File: src/hdl/ec_monitor_defs.svh
// register indices, reset values and field positions of the canceller monitor group
`ifndef EC_MONITOR_DEFS_SVH
`define EC_MONITOR_DEFS_SVH

// ----------------------------------------------------------------------
// register indices (byte address on apb is four times the index)
// ----------------------------------------------------------------------
`define EC_IDX_W                     6
`define EC_IDX_SEND_PEAK_LOW_A       6'h0e
`define EC_IDX_SEND_PEAK_HIGH_A      6'h0f
`define EC_IDX_ERROR_PEAK_LOW_A      6'h10
`define EC_IDX_ERROR_PEAK_HIGH_A     6'h11
`define EC_IDX_PATH_CHANGE_TIMER_A   6'h12
`define EC_IDX_PATH_CHANGE_SENS_A    6'h13
`define EC_IDX_DT_THRESHOLD_LOW_A    6'h14
`define EC_IDX_DT_THRESHOLD_HIGH_A   6'h15
`define EC_IDX_SEND_PEAK_LOW_B       6'h2e
`define EC_IDX_SEND_PEAK_HIGH_B      6'h2f
`define EC_IDX_ERROR_PEAK_LOW_B      6'h20
`define EC_IDX_ERROR_PEAK_HIGH_B     6'h21
`define EC_IDX_PATH_CHANGE_TIMER_B   6'h32
`define EC_IDX_PATH_CHANGE_SENS_B    6'h33
`define EC_IDX_DT_THRESHOLD_LOW_B    6'h34
`define EC_IDX_DT_THRESHOLD_HIGH_B   6'h35

// ----------------------------------------------------------------------
// reset values
// ----------------------------------------------------------------------
`define EC_RST_PATH_CHANGE_TIMER     8'h10
`define EC_RST_PATH_CHANGE_SENS      8'h41
`define EC_RST_DT_THRESHOLD_LOW      8'h00
`define EC_RST_DT_THRESHOLD_HIGH     8'h48

// ----------------------------------------------------------------------
// field positions and limits
// ----------------------------------------------------------------------
`define EC_DT_SIGN_BIT               7
`define EC_PEAK_MAX                  16'h7fff
`define EC_PEAK_MIN                  16'h8000

`endif

File: src/hdl/ec_monitor_pkg.sv
// types shared by the canceller monitor register group
`default_nettype none
package ec_monitor_pkg;

   // register field selected by an apb index
   typedef enum logic [3:0] {
      FLD_NONE      = 4'h0,
      FLD_SPEAK_LO  = 4'h1,
      FLD_SPEAK_HI  = 4'h2,
      FLD_EPEAK_LO  = 4'h3,
      FLD_EPEAK_HI  = 4'h4,
      FLD_TIMER     = 4'h5,
      FLD_SENS      = 4'h6,
      FLD_DT_LO     = 4'h7,
      FLD_DT_HI     = 4'h8
   } reg_field_t;

   // decoded register hit: canceller and field
   typedef struct packed {
      logic       chan;
      reg_field_t field;
   } reg_hit_t;

   // path change detector states, one-hot
   typedef enum logic [2:0] {
      PC_WATCH    = 3'b001,
      PC_COUNT    = 3'b010,
      PC_DECLARED = 3'b100
   } path_state_t;

endpackage
`default_nettype wire

File: src/hdl/peak_tracker.sv
// magnitude peak tracker for one 16-bit two's complement sample stream
`timescale 1ns/1ps
`default_nettype none
`include "ec_monitor_defs.svh"

module peak_tracker #(
   parameter int W = 16
) (
   input  wire logic         pclk,
   input  wire logic         presetn,
   input  wire logic         sample_valid,
   input  wire logic [W-1:0] sample,
   input  wire logic         restart,
   output logic      [W-1:0] peak
);

   logic [W-1:0] mag;
   logic [W-1:0] peak_q;

   // magnitude, most negative code saturates to full scale
   always_comb begin
      if (sample == W'(`EC_PEAK_MIN))
         mag = W'(`EC_PEAK_MAX);
      else if (sample[W-1])
         mag = W'(~sample + W'(1));
      else
         mag = sample;
   end

   // hold the largest magnitude since the last restart
   always_ff @(posedge pclk or negedge presetn) begin
      if (!presetn)
         peak_q <= '0;
      else if (restart)
         peak_q <= sample_valid ? mag : '0;
      else if (sample_valid && (mag > peak_q))
         peak_q <= mag;
   end

   assign peak = peak_q;

   a_peak_monotonic: assert property (@(posedge pclk) disable iff (!presetn)
      !$past(restart) |-> peak_q >= $past(peak_q))
      else $error("peak fell without a restart");

   a_peak_positive: assert property (@(posedge pclk) disable iff (!presetn)
      !peak_q[W-1])
      else $error("peak magnitude has sign bit set");

endmodule
`default_nettype wire

File: src/hdl/ec_monitor_regs.sv
// per-canceller monitor and tuning register group with path change detectors
//
// Functional notes
// - send-in peak level captured continuously per canceller, 16-bit two's complement
// - peak value high byte in second register, low byte in first
// - error signal peak tracked per canceller, read from two 8-bit read-only registers
// - path change declared after negative enhancement lasts the programmed timer, reset 10h
// - larger timer value needs longer negative enhancement before declaring
// - double-talk threshold 16-bit read-write, high byte resets 48h, low 00h
// - double-talk threshold is high-level detection limit, maximum 7fffh
`timescale 1ns/1ps
`default_nettype none
`include "ec_monitor_defs.svh"

module ec_monitor_regs
   import ec_monitor_pkg::*;
#(
   parameter int AW = 8
) (
   input  wire logic          pclk,
   input  wire logic          presetn,
   input  wire logic          psel,
   input  wire logic          penable,
   input  wire logic          pwrite,
   input  wire logic [AW-1:0] paddr,
   input  wire logic [31:0]   pwdata,
   output logic      [31:0]   prdata,
   output logic               pready,
   output logic               pslverr,
   input  wire logic          sample_valid,
   input  wire logic [15:0]   send_in_a,
   input  wire logic [15:0]   send_in_b,
   input  wire logic [15:0]   error_a,
   input  wire logic [15:0]   error_b,
   input  wire logic          measure_tick,
   input  wire logic [7:0]    echo_loss_enhancement_deficit_a,
   input  wire logic [7:0]    echo_loss_enhancement_deficit_b,
   output logic      [15:0]   dt_threshold_a,
   output logic      [15:0]   dt_threshold_b,
   output logic               path_change_a,
   output logic               path_change_b
);

   // ----------------------------------------------------------------------
   // decode
   // ----------------------------------------------------------------------

   // map a word index to canceller and field
   function automatic reg_hit_t decode_idx(input logic [`EC_IDX_W-1:0] idx);
      reg_hit_t h;
      h.chan  = 1'b0;
      h.field = FLD_NONE;
      unique case (idx)
         `EC_IDX_SEND_PEAK_LOW_A:     h = '{1'b0, FLD_SPEAK_LO};
         `EC_IDX_SEND_PEAK_HIGH_A:    h = '{1'b0, FLD_SPEAK_HI};
         `EC_IDX_ERROR_PEAK_LOW_A:    h = '{1'b0, FLD_EPEAK_LO};
         `EC_IDX_ERROR_PEAK_HIGH_A:   h = '{1'b0, FLD_EPEAK_HI};
         `EC_IDX_PATH_CHANGE_TIMER_A: h = '{1'b0, FLD_TIMER};
         `EC_IDX_PATH_CHANGE_SENS_A:  h = '{1'b0, FLD_SENS};
         `EC_IDX_DT_THRESHOLD_LOW_A:  h = '{1'b0, FLD_DT_LO};
         `EC_IDX_DT_THRESHOLD_HIGH_A: h = '{1'b0, FLD_DT_HI};
         `EC_IDX_SEND_PEAK_LOW_B:     h = '{1'b1, FLD_SPEAK_LO};
         `EC_IDX_SEND_PEAK_HIGH_B:    h = '{1'b1, FLD_SPEAK_HI};
         `EC_IDX_ERROR_PEAK_LOW_B:    h = '{1'b1, FLD_EPEAK_LO};
         `EC_IDX_ERROR_PEAK_HIGH_B:   h = '{1'b1, FLD_EPEAK_HI};
         `EC_IDX_PATH_CHANGE_TIMER_B: h = '{1'b1, FLD_TIMER};
         `EC_IDX_PATH_CHANGE_SENS_B:  h = '{1'b1, FLD_SENS};
         `EC_IDX_DT_THRESHOLD_LOW_B:  h = '{1'b1, FLD_DT_LO};
         `EC_IDX_DT_THRESHOLD_HIGH_B: h = '{1'b1, FLD_DT_HI};
         default:                     h = '{1'b0, FLD_NONE};
      endcase
      return h;
   endfunction

   logic     aligned;
   logic     in_range;
   reg_hit_t hit;
   logic     access;
   logic     wr_en;
   logic     rd_en;
   logic     pready_q;

   // word index decode, upper address bits must be zero
   always_comb begin
      aligned  = (paddr[1:0] == 2'b00);
      in_range = (paddr[AW-1:2] < (AW-2)'(1 << `EC_IDX_W)) || (AW <= 8);
      hit      = decode_idx(paddr[`EC_IDX_W+1:2]);
      if (!aligned || !in_range)
         hit.field = FLD_NONE;
   end

   // one wait state: answer comes in the second access cycle
   assign access = psel && penable && pready_q;
   assign wr_en  = access && pwrite && (hit.field != FLD_NONE);
   assign rd_en  = access && !pwrite;

   // ----------------------------------------------------------------------
   // peak monitors
   // ----------------------------------------------------------------------

   logic [15:0] send_peak [2];
   logic [15:0] err_peak  [2];
   logic [1:0]  send_restart;
   logic [1:0]  err_restart;

   // a read of the high byte starts a new peak window
   always_comb begin
      for (int c = 0; c < 2; c++) begin
         send_restart[c] = rd_en && (hit.field == FLD_SPEAK_HI) && (hit.chan == 1'(c));
         err_restart[c]  = rd_en && (hit.field == FLD_EPEAK_HI) && (hit.chan == 1'(c));
      end
   end

   // send-in peak, canceller a and b
   peak_tracker #(.W(16)) u_send_peak_a (
      .pclk         (pclk),
      .presetn      (presetn),
      .sample_valid (sample_valid),
      .sample       (send_in_a),
      .restart      (send_restart[0]),
      .peak         (send_peak[0])
   );

   peak_tracker #(.W(16)) u_send_peak_b (
      .pclk         (pclk),
      .presetn      (presetn),
      .sample_valid (sample_valid),
      .sample       (send_in_b),
      .restart      (send_restart[1]),
      .peak         (send_peak[1])
   );

   // error peak, canceller a and b
   peak_tracker #(.W(16)) u_err_peak_a (
      .pclk         (pclk),
      .presetn      (presetn),
      .sample_valid (sample_valid),
      .sample       (error_a),
      .restart      (err_restart[0]),
      .peak         (err_peak[0])
   );

   peak_tracker #(.W(16)) u_err_peak_b (
      .pclk         (pclk),
      .presetn      (presetn),
      .sample_valid (sample_valid),
      .sample       (error_b),
      .restart      (err_restart[1]),
      .peak         (err_peak[1])
   );

   // ----------------------------------------------------------------------
   // tuning registers
   // ----------------------------------------------------------------------

   logic [7:0]  timer_q [2];
   logic [7:0]  sens_q  [2];
   logic [15:0] dt_q    [2];

   // per-canceller copies, written only on their own index
   always_ff @(posedge pclk or negedge presetn) begin
      if (!presetn) begin
         for (int c = 0; c < 2; c++) begin
            timer_q[c] <= `EC_RST_PATH_CHANGE_TIMER;
            sens_q[c]  <= `EC_RST_PATH_CHANGE_SENS;
            dt_q[c]    <= {`EC_RST_DT_THRESHOLD_HIGH, `EC_RST_DT_THRESHOLD_LOW};
         end
      end else if (wr_en) begin
         unique case (hit.field)
            FLD_TIMER: timer_q[hit.chan]    <= pwdata[7:0];
            FLD_SENS:  sens_q[hit.chan]     <= pwdata[7:0];
            FLD_DT_LO: dt_q[hit.chan][7:0]  <= pwdata[7:0];
            FLD_DT_HI: dt_q[hit.chan][15:8] <= {1'b0, pwdata[`EC_DT_SIGN_BIT-1:0]};
            default:   ;
         endcase
      end
   end

   // ----------------------------------------------------------------------
   // path change detectors
   // ----------------------------------------------------------------------

   path_state_t pc_state_q [2];
   logic [7:0]  pc_count_q [2];
   logic [1:0]  pc_pulse_q;
   logic [1:0]  neg_echo_loss_enhancement;

   // negative enhancement deeper than the sensitivity level
   assign neg_echo_loss_enhancement[0] = echo_loss_enhancement_deficit_a > sens_q[0];
   assign neg_echo_loss_enhancement[1] = echo_loss_enhancement_deficit_b > sens_q[1];

   // count ticks of persistent negative enhancement up to the timer
   always_ff @(posedge pclk or negedge presetn) begin
      if (!presetn) begin
         for (int c = 0; c < 2; c++) begin
            pc_state_q[c] <= PC_WATCH;
            pc_count_q[c] <= 8'h00;
         end
         pc_pulse_q <= 2'b00;
      end else begin
         pc_pulse_q <= 2'b00;
         for (int c = 0; c < 2; c++) begin
            if (measure_tick) begin
               unique case (pc_state_q[c])
                  PC_WATCH, PC_COUNT: begin
                     if (!neg_echo_loss_enhancement[c]) begin
                        pc_state_q[c] <= PC_WATCH;
                        pc_count_q[c] <= 8'h00;
                     end else if (pc_count_q[c] >= timer_q[c]) begin
                        pc_state_q[c] <= PC_DECLARED;
                        pc_pulse_q[c] <= 1'b1;
                     end else begin
                        pc_state_q[c] <= PC_COUNT;
                        pc_count_q[c] <= pc_count_q[c] + 8'h01;
                     end
                  end
                  PC_DECLARED: begin
                     if (!neg_echo_loss_enhancement[c]) begin
                        pc_state_q[c] <= PC_WATCH;
                        pc_count_q[c] <= 8'h00;
                     end
                  end
                  default: begin
                     pc_state_q[c] <= PC_WATCH;
                     pc_count_q[c] <= 8'h00;
                  end
               endcase
            end
         end
      end
   end

   assign path_change_a  = pc_pulse_q[0];
   assign path_change_b  = pc_pulse_q[1];
   assign dt_threshold_a = dt_q[0];
   assign dt_threshold_b = dt_q[1];

   // ----------------------------------------------------------------------
   // apb answer
   // ----------------------------------------------------------------------

   logic [31:0] prdata_q;
   logic        pslverr_q;
   logic [7:0]  rd_byte;

   // read mux, peaks split high byte in second register
   always_comb begin
      unique case (hit.field)
         FLD_SPEAK_LO: rd_byte = send_peak[hit.chan][7:0];
         FLD_SPEAK_HI: rd_byte = send_peak[hit.chan][15:8];
         FLD_EPEAK_LO: rd_byte = err_peak[hit.chan][7:0];
         FLD_EPEAK_HI: rd_byte = err_peak[hit.chan][15:8];
         FLD_TIMER:    rd_byte = timer_q[hit.chan];
         FLD_SENS:     rd_byte = sens_q[hit.chan];
         FLD_DT_LO:    rd_byte = dt_q[hit.chan][7:0];
         FLD_DT_HI:    rd_byte = dt_q[hit.chan][15:8];
         default:      rd_byte = 8'h00;
      endcase
   end

   // ready one cycle after the access phase opens
   always_ff @(posedge pclk or negedge presetn) begin
      if (!presetn)
         pready_q <= 1'b0;
      else
         pready_q <= psel && penable && !pready_q;
   end

   // read data and error loaded with ready
   always_ff @(posedge pclk or negedge presetn) begin
      if (!presetn) begin
         prdata_q  <= 32'h0000_0000;
         pslverr_q <= 1'b0;
      end else if (psel && penable && !pready_q) begin
         prdata_q  <= pwrite ? 32'h0000_0000 : {24'h00_0000, rd_byte};
         pslverr_q <= (hit.field == FLD_NONE) ||
                      (pwrite && (hit.field inside {FLD_SPEAK_LO, FLD_SPEAK_HI,
                                                   FLD_EPEAK_LO, FLD_EPEAK_HI}));
      end else begin
         prdata_q  <= 32'h0000_0000;
         pslverr_q <= 1'b0;
      end
   end

   assign pready  = pready_q;
   assign prdata  = prdata_q;
   assign pslverr = pslverr_q;

   // ----------------------------------------------------------------------
   // assertions
   // ----------------------------------------------------------------------

   a_apb_one_wait: assert property (@(posedge pclk) disable iff (!presetn)
      (psel && penable && !pready_q) |=> pready_q)
      else $error("ready did not follow one wait cycle");

   a_apb_ready_pulse: assert property (@(posedge pclk) disable iff (!presetn)
      pready_q |=> !pready_q)
      else $error("ready held longer than one cycle");

   a_send_peak_high: assert property (@(posedge pclk) disable iff (!presetn)
      (psel && penable && !pready_q && !pwrite && hit.field == FLD_SPEAK_HI && !hit.chan)
      |=> prdata_q[7:0] == $past(send_peak[0][15:8]))
      else $error("send peak high byte misread");

   a_error_peak_low: assert property (@(posedge pclk) disable iff (!presetn)
      (psel && penable && !pready_q && !pwrite && hit.field == FLD_EPEAK_LO && hit.chan)
      |=> prdata_q[7:0] == $past(err_peak[1][7:0]))
      else $error("error peak low byte misread");

   a_send_peak_hold: assert property (@(posedge pclk) disable iff (!presetn)
      (sample_valid && send_in_a == 16'h0100 && !send_restart[0])
      |=> send_peak[0] >= 16'h0100)
      else $error("send peak missed a sample");

   a_dt_max_value: assert property (@(posedge pclk) disable iff (!presetn)
      wr_en && hit.field == FLD_DT_HI |=> !dt_q[$past(hit.chan)][15])
      else $error("double-talk threshold exceeds full scale");

   a_dt_low_write: assert property (@(posedge pclk) disable iff (!presetn)
      (wr_en && hit.field == FLD_DT_LO && !hit.chan)
      |=> dt_threshold_a[7:0] == $past(pwdata[7:0]) && $stable(dt_threshold_b))
      else $error("double-talk low byte write lost");

   a_chan_indep: assert property (@(posedge pclk) disable iff (!presetn)
      (wr_en && hit.field == FLD_TIMER && hit.chan) |=> $stable(timer_q[0]))
      else $error("canceller b write touched canceller a");

   a_path_after_timer: assert property (@(posedge pclk) disable iff (!presetn)
      path_change_a |-> $past(measure_tick && neg_echo_loss_enhancement[0] && pc_count_q[0] >= timer_q[0]))
      else $error("path change declared before timer expired");

   a_path_sensitivity: assert property (@(posedge pclk) disable iff (!presetn)
      (measure_tick && echo_loss_enhancement_deficit_a <= sens_q[0]) |=> !path_change_a && pc_count_q[0] == 8'h00)
      else $error("path change counted above sensitivity level");

   a_path_count_step: assert property (@(posedge pclk) disable iff (!presetn)
      (measure_tick && neg_echo_loss_enhancement[0] && pc_state_q[0] != PC_DECLARED && pc_count_q[0] < timer_q[0])
      |=> pc_count_q[0] == $past(pc_count_q[0]) + 8'h01 && !path_change_a)
      else $error("path change timer count did not advance");

endmodule
`default_nettype wire

File: config.mk
export PLATFORM = sky130hd
export DESIGN_NAME = ec_monitor_regs
export DESIGN_NICKNAME = d
export VERILOG_FILES = /design/src/hdl/ec_monitor_pkg.sv /design/src/hdl/peak_tracker.sv /design/src/hdl/ec_monitor_regs.sv
export VERILOG_INCLUDE_DIRS = /design/src /design/src/hdl
export SDC_FILE = /design/constraint.sdc
export NUM_CORES = 1
export LEC_CHECK = 0
export BUFFER_PORTS_ARGS = -buffer_cell sky130_fd_sc_hd__buf_2
export CAP_MARGIN = 0
export CORE_UTILIZATION = 60
export DETAILED_ROUTE_END_ITERATION = 7
export PLACE_DENSITY = 0.84
export SETUP_SLACK_MARGIN = 0.15
export SLEW_MARGIN = 0
export SYNTH_ARGS = -nofsm -noshare
export SYNTH_HDL_FRONTEND = slang
export SYNTH_SLANG_ARGS = --single-unit
export TNS_END_PERCENT = 10
File: constraint.sdc
create_clock -name pclk -period 6.95 [get_ports pclk]
set_clock_uncertainty 0.05 [all_clocks]
set_input_delay 0.695 -clock pclk [delete_from_list [all_inputs] [get_ports pclk]]
set_output_delay 0.695 -clock pclk [all_outputs]
set_load 0.01 [all_outputs]
* Word level (Yosys, flattened, before mapping)
Memories as Yosys holds them, arrays and structs flattened.
Index checks and enable logic that the tools add are counted.
** Storage, ports and cells
- Register bits :: 186
- Memories :: 1
- Input port bits :: 127
- ROM bits :: 320
** Memory list
- (no name shown) :: words 64, width 5, read ports 1, clocked after Yosys merged registers in 0, write ports 0, line ec_monitor_regs.sv:53 : unique case (idx)
** Operators by class
- Bitwise logic cells :: 6
- Equal/unequal tests :: 22
- Multiplexer cells :: 75
- $lt $le $gt $ge :: 10
- $add $sub $neg :: 6
- Reduce and logical (&&, ||, !) cells :: 39
** Operator list (number)
- $mux W16 :: 30
- $mux W8 :: 15
- $add A16 B1 Y16 const B :: 4
- $bwmux W32 :: 2
- $eq A16 B16 Y1 const B :: 4
- $gt A16 B16 Y1 :: 4
- $not A16 Y16 :: 4
- $pmux W32 S2 :: 1
- $pmux W8 S8 :: 1
- $bwmux W16 :: 2
- $demux W16 S1 :: 2
- $mux W32 :: 1
- $pmux W8 S2 :: 2
- $logic_and A1 B1 Y1 :: 18
- $mux W3 :: 6
- $add A8 B1 Y8 const B :: 2
- $eq A4 B3 Y1 const B :: 4
- $ge A8 B8 Y1 :: 2
- $gt A8 B8 Y1 :: 2
- $pmux W3 S2 :: 2
- $reduce_and A2 Y1 :: 5
- $reduce_bool A2 Y1 :: 5
- $mux W1 :: 9
- $demux W8 S1 :: 1
- 20 further kinds :: 30

* Logic depth before layout (Yosys ltp)
Gate-level depths: netlist (run 1).
- Word-level depth :: 8
- Mapped depth :: 19

* Cells and area by module
Synthesis (run 1) repeated with hierarchy kept, for this count alone.
** Unflattened totals
- Cell total of the unflattened synthesis :: 1399
- Area total of the unflattened synthesis :: 12926.1 um2
** Modules (own cells, without submodules)
- ec_monitor_regs :: cells each 661, area each 6661.4 um2, times used 1
- peak_tracker (u_err_peak_a ...) :: cells each 183, area each 1556.5 um2, times used 3
- peak_tracker (u_send_peak_a) :: cells each 189, area each 1595.3 um2, times used 1

* Least setup slack after synthesis (run 1)
Ideal clock, no wire load.
- Path type :: input -> register
- Start point :: input send_in_a[7]
- End point :: register u_send_peak_a.peak_q[12] (netlist: u_send_peak_a.peak[12])
- Cell stages on the path :: 14
- Path slack :: 2.765 ns
- Data arrival time :: 4.056 ns
- Library setup time :: 0.079 ns
- Cell sequence :: or4_1 -> or3_1 -> or3_1 -> nand2_1 -> xor2_1 -> nand2_1 -> ha_1 -> nand4_1 -> or2_2 -> o41a_1 -> o31a_1 -> a31oi_2 -> buf_2 -> mux2i_1
** On the way
- Word-level cells in the longest chain between the ends :: 7
- Elaborated cells between the ends (all ways) :: 11
- Those cells by class :: 1 x add/sub; 1 x order compare; 1 x eq/ne; 5 x mux; 1 x bitwise; 2 x reduce/logical
** Ends and longest elaborated chain
- start: declaration :: line ec_monitor_regs.sv:31 : input wire logic [15:0] send_in_a,
- $not A16 Y16 :: line peak_tracker.sv:25 : mag = W'(~sample + W'(1));
- $add A16 B1 Y16 :: line peak_tracker.sv:25
- $mux W16 :: line peak_tracker.sv:24 : else if (sample[W-1])
- $mux W16 (*) :: line peak_tracker.sv:22 : if (sample == W'(`EC_PEAK_MIN))
- $gt A16 B16 Y1 :: line peak_tracker.sv:36 : else if (sample_valid && (mag > peak_q))
- $logic_and A1 B1 Y1 :: line peak_tracker.sv:36
- $reduce_bool A2 Y1 (no line)
- end signal: assignment :: line peak_tracker.sv:35 : peak_q <= sample_valid ? mag : '0;
- end signal: assignment :: line peak_tracker.sv:37 : peak_q <= mag;
- end: declaration :: line peak_tracker.sv:18 : logic [W-1:0] peak_q;
Mark *: on every way between the ends. The rest lies on a longest branch, timed or not. The select of a mux whose other input is x is not followed.
A chain may end at the register's enable or synchronous reset.

* Worst setup path in the final report (run 1)
- Start point :: input send_in_a[7]
- End point :: register u_send_peak_a.peak_q[11] (netlist: u_send_peak_a.peak[11])
Same word-level chain as after synthesis.

==> results.md, run 1 <==
Clock tree:
- The clock reaches the later pin of the worst-skew pair after 0.43 ns.
- The maximum level of the CTS H-tree is 4.
- The cell at the root of the clock tree is clkbuf_16.
- The clock drives 160 sinks.
- The number of clock buffers inserted by TritonCTS is 17.
- Buffers added to address setup during post-CTS repair amount to 0.
- After clock tree synthesis, the clock-pin slew on the worst setup and hold paths is 0.06 ns.
- Gates resized during post-CTS repair numbered 0.
- The number of buffers inserted for hold repair after clock tree synthesis is 0.
- The CTS tree is done.
- The maximum number of buffers from clock root to sink is 2.

Logic synthesis:
- In the synthesized netlist the dominant register cell turns out to be dfrtp_1.
- Yosys mapped a number of flops with a built-in enable equal to 0.
- For this run, asynchronously set or reset flops after synthesis account for 1.000.
- The distinct cell type count after synthesis is 84.
- After technology mapping, the gate count stands at 1,317.
- Summing every instance area after synthesis gives 11,820 sq um.
- The Yosys step of the flow raised 0 warnings.
- The share of the Yosys chip area taken by registers is 0.3399.
- Counting flops and latches in the post-synthesis netlist gives 160.
- In this run the mean area of a mapped cell was 8.977 sq um.

Routing:
- In the routed layout, each cell is associated on average with a via count of 6.163.
- The aggregate routed wire length is 31,590 microns.
- The number of design rule violations left after detail routing is 0.
- The detail route stage leaves a number of antenna-violating nets equal to 0.
- The DRC marker count from the first detailed-route iteration is 1,006.
- The number of detailed-routing iterations run before antenna repair is 6.
- The routed length per instance is 18.50 microns.
- The detailed router placed 10,530 vias in this run.

Worst setup path:
- Data arrives at the worst endpoint at 4.90 ns.
- The critical-path maximum fanout is 16.
- The worst setup path is captured at a flop.
- The category of the worst setup path launch point is an input port.
- For the worst setup path, the data required time is 7.26 ns.
- The setup path with the least slack is of type in -> reg.

STA:
- The number of pins with negative max-slew slack in the final report was 0.
- The top achievable clock speed is 218.2 MHz.
- Setup repair after global routing left no endpoint under its margin.
- The final-layout setup total negative slack is 0 ns.
- The relative max-transition margin is 0.3384.
- The measured slew at the worst slew-check pin is 0.9923 ns.
- The final critical-path share of the clock period is 0.6595.
- The count of final hold-check violations was 0.
- The number of endpoints failing setup at the final stage is 0.
- The clock period minus worst slack is 4.584 ns.

Final layout:
- The net count of the finished layout is 1,671.
- The final non-filler cell area is 13,150 sq um.
- The number of antenna diodes in the final layout is 0.
- The layout cell share with drive strength beyond 1 is 0.1816.
- From synthesis to final layout, the design area changed by 11.25%.

Power:
- The power share of the combinational group is 0.268.
- The internal power of the cells totals 1.909 mW.
- The static leakage is 6.756 nW.
- Of the total power, registers draw 0.401.
- In this run the power density over the cells is 216.8 nW/um^2.
- Of the total power, the share spent switching nets is 0.3308.
- The worst-case vdd ir drop is 144.8 uV.
- The net switching power figure is 0.9434 mW.
- Of the total power, the clock network draws 0.331.

Global route:
- Summed over all layers, the global routing overflow is 0.
- The number of global-route vias before repair is 10,090.
- Entering global routing, the biggest net connects 103 pins.
- In the global route stage, overall resource usage came out at 0.3268.
- The number of antenna violations at the first check in global routing is 0.
- The first-pass GRT wire length is 51,200 microns.

Floorplan:
- For this design the top-level I/O count stands at 195.
- For this configuration, the core starts out at a cell density of 0.6216.
- In this run the horizontal extent of the chip is 142.4 microns.
- The die covers 20,270 sq um.
- From bottom edge to top edge, the die measures 142.4 microns.
- The number of placement rows is 50.
- The standard cell core area is 19,020 sq um.

Place:
- The placed standard-cell area is 12,560 sq um.
- In this run the tool buffered the top-level ports with 144 buffer cells.
- The final estimated routing congestion in global placement is 0.9622.
- The detailed-placement wirelength estimate is 23,680 microns.

Outcome:
- The flow ran to the end, and the final reports show no timing, DRC or antenna violations.

Min path:
- The worst min-delay path class is in -> async.

Job:
- The total of max-cap violations is 0.
## power groups by stage
stage	Sequential (mW)	Clock, mW	Combinational [mW]
floorplan	1.11	0	0.555
global placement	1.15	0	0.717
detailed placement	1.15	0	0.751
CTS	1.14	0.950	0.758
global route	1.15	0.982	0.866
finish	1.14	0.943	0.764
## per-stage QoR
| step | hold slack [ns] | utilization | power [mW] | instances | worst slack, ns |
|---|---|---|---|---|---|
| floorplan | 0.3494 | - | 1.664 | 1342 | 2.765 |
| global placement | 0.4371 | 0.6607 | 1.867 | 1676 | 2.077 |
| detailed placement | 0.4411 | 0.6607 | 1.905 | 1676 | 1.992 |
| CTS | 0.3526 | 0.6916 | 2.848 | 1708 | 2.426 |
| global route | 0.4023 | 0.6916 | 3.001 | 1708 | 2.050 |
| finish | 0.2951 | 0.6916 | 2.852 | 1708 | 2.366 |
## critical path, cell delays in order
cell and delay (ns):
buf_2 0.12, or4_1 0.55, or3_1 0.33, or2_1 0.26, nor2_1 0.10, nand3_1 0.35, nand2_1 0.26, ha_1 0.28
a21o_1 0.19, a21oi_1 0.15, nor2b_1 0.06, o21ai_0 0.16, a21oi_1 0.09, o31a_1 0.33, a31oi_2 0.70, a22o_1 0.28
## Yosys cell counts, types with 9 or more instances
master    count  area (sq um)
nand2b_1     12         75.07
nor3_1       15         75.07
and3_1        9         56.30
o21a_1       18         135.1
nor2b_1      19         118.9
xnor2_1      14         122.6
nand3_1      21         105.1
a21o_1       21         157.7
a22o_1       35         306.5
ha_1        109          1364
o211ai_1      9         67.56
a31oi_1       9         56.30
dfstp_2      12         315.3
nor2_1       62         232.7
mux2_2       51         574.3
a21oi_1      58         290.3
nand2_1     193         724.4
inv_1       121         454.2
xor2_1       37         324.1
o31ai_1      14         105.1
nand4_1      17         106.4
buf_2        18         90.09
a221oi_1     12         105.1
dfrtp_1     148          3704
mux2i_1      35         350.3
clkbuf_1     23         86.33
buf_4        29         217.7
o21ai_0      58         290.3
## cells in the final DEF (no fill, tap or decap), drive strengths merged, types with 14 or more instances in the layout
cell | synthesis | routed
o21a | 18 | 18
clkbuf | 23 | 21
a21oi | 58 | 58
conb | 1 | 26
nor2b | 19 | 19
xor2 | 37 | 37
o21ai | 63 | 63
nand4 | 17 | 17
mux2 | 58 | 58
nor2 | 62 | 62
nand2 | 193 | 193
nand3 | 22 | 22
o31ai | 14 | 14
a21o | 21 | 21
inv | 122 | 125
mux2i | 35 | 35
ha | 109 | 109
dfrtp | 148 | 148
xnor2 | 14 | 14
a22o | 35 | 35
buf | 51 | 148
nor3 | 16 | 16
## per-layer routing
layer / up-vias / share of wire / GRT usage / wire length [microns]
met1: 4983 / 0.41 / 0.4242 / 12980
met4: 0 / 0.041 / 0.1454 / 1303
met3: 98 / 0.097 / 0.07604 / 3062
met5: - / 0 / 0 / 0
li1: 4878 / - / - / -
met2: 568 / 0.45 / 0.5201 / 14250
## area by class of cell
cell class	instances	area [sq um]
multi-input cells	986	7005
fillers	1456	5866
flip-flops and latches	160	4019
repair buffers	148	757.0
clock buffers	21	460.4
inverters	122	457.9
well taps	260	325.3
clock inverters	11	127.6
## cell families after synthesis
logic type	synth area share
mux	0.08488
other cells	0.0003172
simple gates	0.1609
compound gates	0.1853
xor+xnor	0.03778
flops	0.3399
fa+ha+maj	0.1154
buf+inv	0.07556
## registers in the layout, indices dropped and copies added, names as in the netlist
| register | count |
|---|---|
| pc_pulse_q | 2 |
| pslverr | 1 |
| u_send_peak_a.peak | 16 |
| u_err_peak_a.peak | 16 |
| pc_state_q | 6 |
| sens_q | 16 |
| prdata | 8 |
| u_err_peak_b.peak | 16 |
| dt_threshold_b | 15 |
| u_send_peak_b.peak | 16 |
| pc_count_q | 16 |
| pready | 1 |
| timer_q | 16 |
| dt_threshold_a | 15 |
## worst paths after layout
path	from	to	slack, ns	cells past startpoint
max	send_in_a[7]	u_send_peak_a.peak[11]	2.37	16
max reg2reg	pc_count_q[8]	pc_count_q[12]	4.03	9
min reg2reg	u_send_peak_a.peak[1]	u_send_peak_a.peak[1]	0.46	1
min in group pclk	u_send_peak_a.peak[1]	u_send_peak_a.peak[1]	0.46	1
max in group asynchronous	presetn	pc_state_q[1]	5.20	2
min	presetn	u_send_peak_a.peak[2]	0.30	1
(Power assumes the default switching activity.)
==> inputs of run 2 (changes only) <==
--- a/config.mk
+++ b/config.mk
@@ -6,11 +6,12 @@
 export SDC_FILE = /design/constraint.sdc
 export NUM_CORES = 1
 export LEC_CHECK = 0
+export ABC_AREA = 1
 export BUFFER_PORTS_ARGS = -buffer_cell sky130_fd_sc_hd__buf_2
 export CAP_MARGIN = 0
-export CORE_UTILIZATION = 60
+export CORE_UTILIZATION = 59
 export DETAILED_ROUTE_END_ITERATION = 7
-export PLACE_DENSITY = 0.84
+export PLACE_DENSITY = 0.82
 export SETUP_SLACK_MARGIN = 0.15
 export SLEW_MARGIN = 0
 export SYNTH_ARGS = -nofsm -noshare
==> constraint.sdc (replaced) <==
create_clock -name pclk -period 4.6 [get_ports pclk]
set_clock_uncertainty 0.05 [all_clocks]
set_input_delay 0.46 -clock pclk [delete_from_list [all_inputs] [get_ports pclk]]
set_output_delay 0.46 -clock pclk [all_outputs]
set_load 0.01 [all_outputs]
==> run 2 against run 1 <==
  * The flow now finishes with violations (design-rule violations)
  * Sequential share of layout area shrank 1.7 points
  * Global-route usage fell by 1.8 points
  * Synthesized cell count grew 38%
  * Largest power group unchanged
  * Design area rose by 5.7%
  * Clock power increased by 60%
  * Critical endpoint is now u_send_peak_b.peak[4]
  * Die area increased by 8.3%
==> results.md, run 2 <==
Power:
- The power density over the cells came to 359.8 nW/um^2 (+66%).
- The power share of the combinational group was 0.329 (+0.061).
- The net switching power figure was 1.874 mW (+99%).
- The static leakage is 7.593 nW (+12%).
- The worst-case vdd ir drop was 214.5 uV (+48%).
- The design internal power is 3.130 mW (+64%).
- The part of the power in registers is 0.370 (-0.031).
- The clock share of power is 0.302 (-0.029).
- The total power of the final layout was 5.003 mW (+75%).
- The net switching fraction of the power is 0.3745 (+0.04370).

Logic synthesis:
- The count of yosys warnings during synthesis is 0 (unchanged).
- The most common cell in the synthesized netlist is nand2_1.
- The library cell occupying the most area in the post-synthesis netlist is dfrtp_1.
- The number of instances in the synthesized netlist is 1,820 (+38%).
- The most instantiated flip-flop cell in the synthesis netlist is dfrtp_1.
- Sorting the synthesized cells by area gives the leading types as dfrtp_1 (29%), nand2_1 (17%), ha_1 (11%).
- The distinct cell type count after synthesis was 43 (-49%).
- The register bit total from synthesis came to 160 (unchanged).
- The post-synthesis sequential area ratio came to 0.3189 (-0.02106).
- The mean post-synth cell area is 6.925 sq um (-23%).
- After synthesis, the most frequently instantiated cells are nand2_1 (583), inv_1 (217), nand3_1 (190).
- The share of synthesized registers carrying an async set or reset is 1.000 (unchanged).
- The count of flip-flops with a built-in enable after synthesis is 0 (unchanged).
- The mapped cell area is 12,600 sq um (+6.6%).
- The fraction of post-synthesis cell area in the top cell type by area came to 0.2939 (-0.01941).

Job:
- The total of max-cap violations is 0 (unchanged).

Global route:
- The first-pass GRT wire length came to 54,600 microns (+6.6%).
- The number of global-route vias before repair is 11,450 (+13%).
- The total grt overflow was 0 (unchanged).
- The number of antenna violations at the first check in global routing came to 1 (+1).
- The pin count of the biggest net entering global routing is 87 (-16%).
- The global routing usage summed across all routing layers is 0.3092 (-0.01754).

Clock tree:
- The number of clock buffers inserted by TritonCTS came to 17 (unchanged).
- CTS placed an instance of clkbuf_16 at the clock tree root.
- The post-CTS clock slew at the launch and capture registers of the worst setup and hold paths was 0.06 ns (about the same).
- The buffers inserted during post-CTS setup optimization is 0 (unchanged).
- The worst-skew pair later-pin latency is 0.43 ns (about the same).
- The maximum number of buffers from clock root to sink was 2 (unchanged).
- The maximum level of the CTS H-tree is 4 (unchanged).
- The post-cts gate resize count came to 0 (unchanged).
- The number of clock sinks came to 160 (unchanged).
- The CTS tree is done.
- The number of buffers inserted for hold repair after clock tree synthesis is 0 (unchanged).

STA:
- The worst path needs 3.424 ns of the cycle, external delays included.
- Setup repair after global routing left no endpoint under its margin.
- The count of final hold-check violations came to 0 (unchanged).
- The measured slew at the worst slew-check pin came to 0.9568 ns (-0.03550 ns).
- The relative max-transition margin is 0.3621 (+0.02366).
- The final-layout setup total negative slack is 0 ns (unchanged).
- Based on the critical path, the design can be clocked at up to 292.1 MHz.
- The number of endpoints failing setup at the final stage came to 0 (unchanged).
- The final critical-path share of the clock period is 0.7443.
- The worst setup margin is 1.176 ns (-1.190 ns).
- The number of pins with negative max-slew slack in the final report is 0 (unchanged).

Final layout:
- In the layout the commonest cells are nand2_1 (583), inv_1 (217), nand3_1 (190).
- The post-route core utilization is 0.6635 (-0.02804).
- The net count of the finished layout is 2,166 (+30%).
- The number of fill cells was 1,825 (+25%).
- The layout cell share with drive strength beyond 1 is 0.1292 (-0.05245).
- The library cell used most frequently in the layout, excluding fill and tap cells, is nand2_1.
- The area growth from synthesis to layout is 10.32%.
- The final non-filler cell area is 13,900 sq um (+5.7%).
- The count of antenna diodes in the layout is 0 (unchanged).

Worst setup path:
- The critical-path maximum fanout is 17 (+1).
- The cell count of the worst reg-to-reg path is 12 (+3).
- The startpoint-to-endpoint class of the critical path is in -> reg.
- The arrival time reported for the critical path endpoint is 3.74 ns (-1.16 ns).
- STA classifies the critical path endpoint as a flop.
- The required time at the endpoint of the critical path is 4.92 ns (-2.34 ns).
- The beginning of the worst register-to-register path is timer_q[4].
- The worst setup path is launched from an input port.
- The start point of the critical path is send_in_b[0].

Routing:
- The routed via count divided by cell count came to 5.534 (-10%).
- The routed length per instance was 14.77 microns (-20%).
- The number of detailed-routing iterations run before antenna repair is 8 (+2).
- The via total after detailed routing was 12,270 (+17%).
- The aggregate routed wire length is 32,770 microns (+3.7%).
- The number of design rule violations left after detail routing is 10 (+10).
- The remaining number of nets flagged by the antenna check after routing came to 0 (unchanged).
- The DRC marker count from the first detailed-route iteration came to 1,033 (+2.7%).

Floorplan:
- The initial cell density of the core came to 0.6014 (-0.02020).
- The standard cell core area is 20,960 sq um (+10%).
- The count of boundary I/O pins came to 195 (unchanged).
- The die height is 148.2 microns (+4.1%).
- The width of the die was 148.2 microns (+4.1%).
- The number of placement rows is 53 (+6.0%).
- The die outline area is 21,950 sq um (+8.3%).

Outcome:
- The final reports fail on design-rule violations.
- The run finished, with violations left.

Place:
- The pre-CTS setup slack is 0.7985 ns (-1.194 ns).
- The count of buffers inserted at the top-level ports is 144 (unchanged).
- The placed standard-cell area is 13,280 sq um (+5.7%).
- The detailed-placement wirelength estimate came to 24,420 microns (+3.1%).
- The final estimated routing congestion in global placement is 0.8810 (-8.4%).

Min path:
- The path class of the tightest hold or removal check is in -> async.
==> run 2: cell count changes after synthesis, sizes merged, moves of 14 or more <==
cell,delta
nand3,+179
nor2b,-19
mux2,-58
nand2,+401
mux2i,-35
a22o,-35
inv,+103
a21o,-21
nand4,+14
nor2,+53
o21ai,+74
==> run 2: layout make-up <==
| type | instances | area, sq um | area share |
|---|---|---|---|
| well taps | 275 | 344.1 | 0.02475 |
| repair buffers | 148 | 769.5 | 0.05534 |
| inverters | 225 | 844.6 | 0.06074 |
| multi-input cells | 1378 | 7302 | 0.5251 |
| flip-flops and latches | 160 | 4019 | 0.2890 |
| clock inverters | 13 | 172.7 | 0.01242 |
| clock buffers | 19 | 452.9 | 0.03257 |
==> run 2: cell families after synthesis <==
family                   share of synthesized area
AO/OA/AOI/OAI                              0.09798
AND/OR/NAND/NOR                             0.3390
flip-flops                                  0.3189
buffers and inverters                       0.1092
adder cells (fa/ha/maj)                     0.1082
XOR/XNOR                                   0.02641
other                                    0.0002975
==> run 2: worst max-delay path: stages <==
cell and delay (ns):
buf_2 0.09, inv_1 0.08, ha_1 0.17, nand2_1 0.09, nor3_1 0.33, nand3_1 0.15, nor2_1 0.16, nand2_1 0.16
nand3_1 0.16, ha_1 0.27, a21oi_1 0.16, o21a_1 0.13, nor2_1 0.03, or2_2 0.27, o21ai_0 0.21, nand2_2 0.26
inv_2 0.32, nand2_1 0.12, nand2_1 0.09
==> run 2: worst paths after layout <==
path                                               to  slack (ns)
min in group pclk                       pc_state_q[5]        0.27
worst max register to register          pc_count_q[5]        2.00
worst min register to register   u_err_peak_a.peak[8]        0.43
max in group asynchronous                   sens_q[0]        3.52
worst max-delay path            u_send_peak_b.peak[4]        1.18
worst min-delay path            u_err_peak_a.peak[14]        0.07
==> run 2: layer usage <==
layer	wire (microns)	part of all wire	vias up	global-route usage
li1	-	-	6057	-
met1	14890	0.45	5691	0.4291
met2	14890	0.45	463	0.4918
met3	2284	0.070	61	0.05184
met4	692	0.021	2	0.09845
met5	13	0.00040	-	0
==> run 2: stage by stage <==
| stage | std cells | hold slack (ns) |
|---|---|---|
| 3_3_place_gp | 2186 | 0.4118 |
| 2_1_floorplan | 1845 | 0.1144 |
| 4_1_cts | 2218 | 0.09210 |
| 3_5_place_dp | 2186 | 0.4151 |
| 5_1_grt | 2218 | 0.1276 |
| 6_report | 2218 | 0.06613 |
==> run 2: power by group through the flow <==
stage | combinational [mW] | sequential [mW] | clock, mW
6_report | 1.64 | 1.85 | 1.51
3_5_place_dp | 1.61 | 1.86 | 0
3_3_place_gp | 1.54 | 1.85 | 0
5_1_grt | 1.91 | 1.87 | 1.58
4_1_cts | 1.63 | 1.84 | 1.52
2_1_floorplan | 1.22 | 1.80 | 0
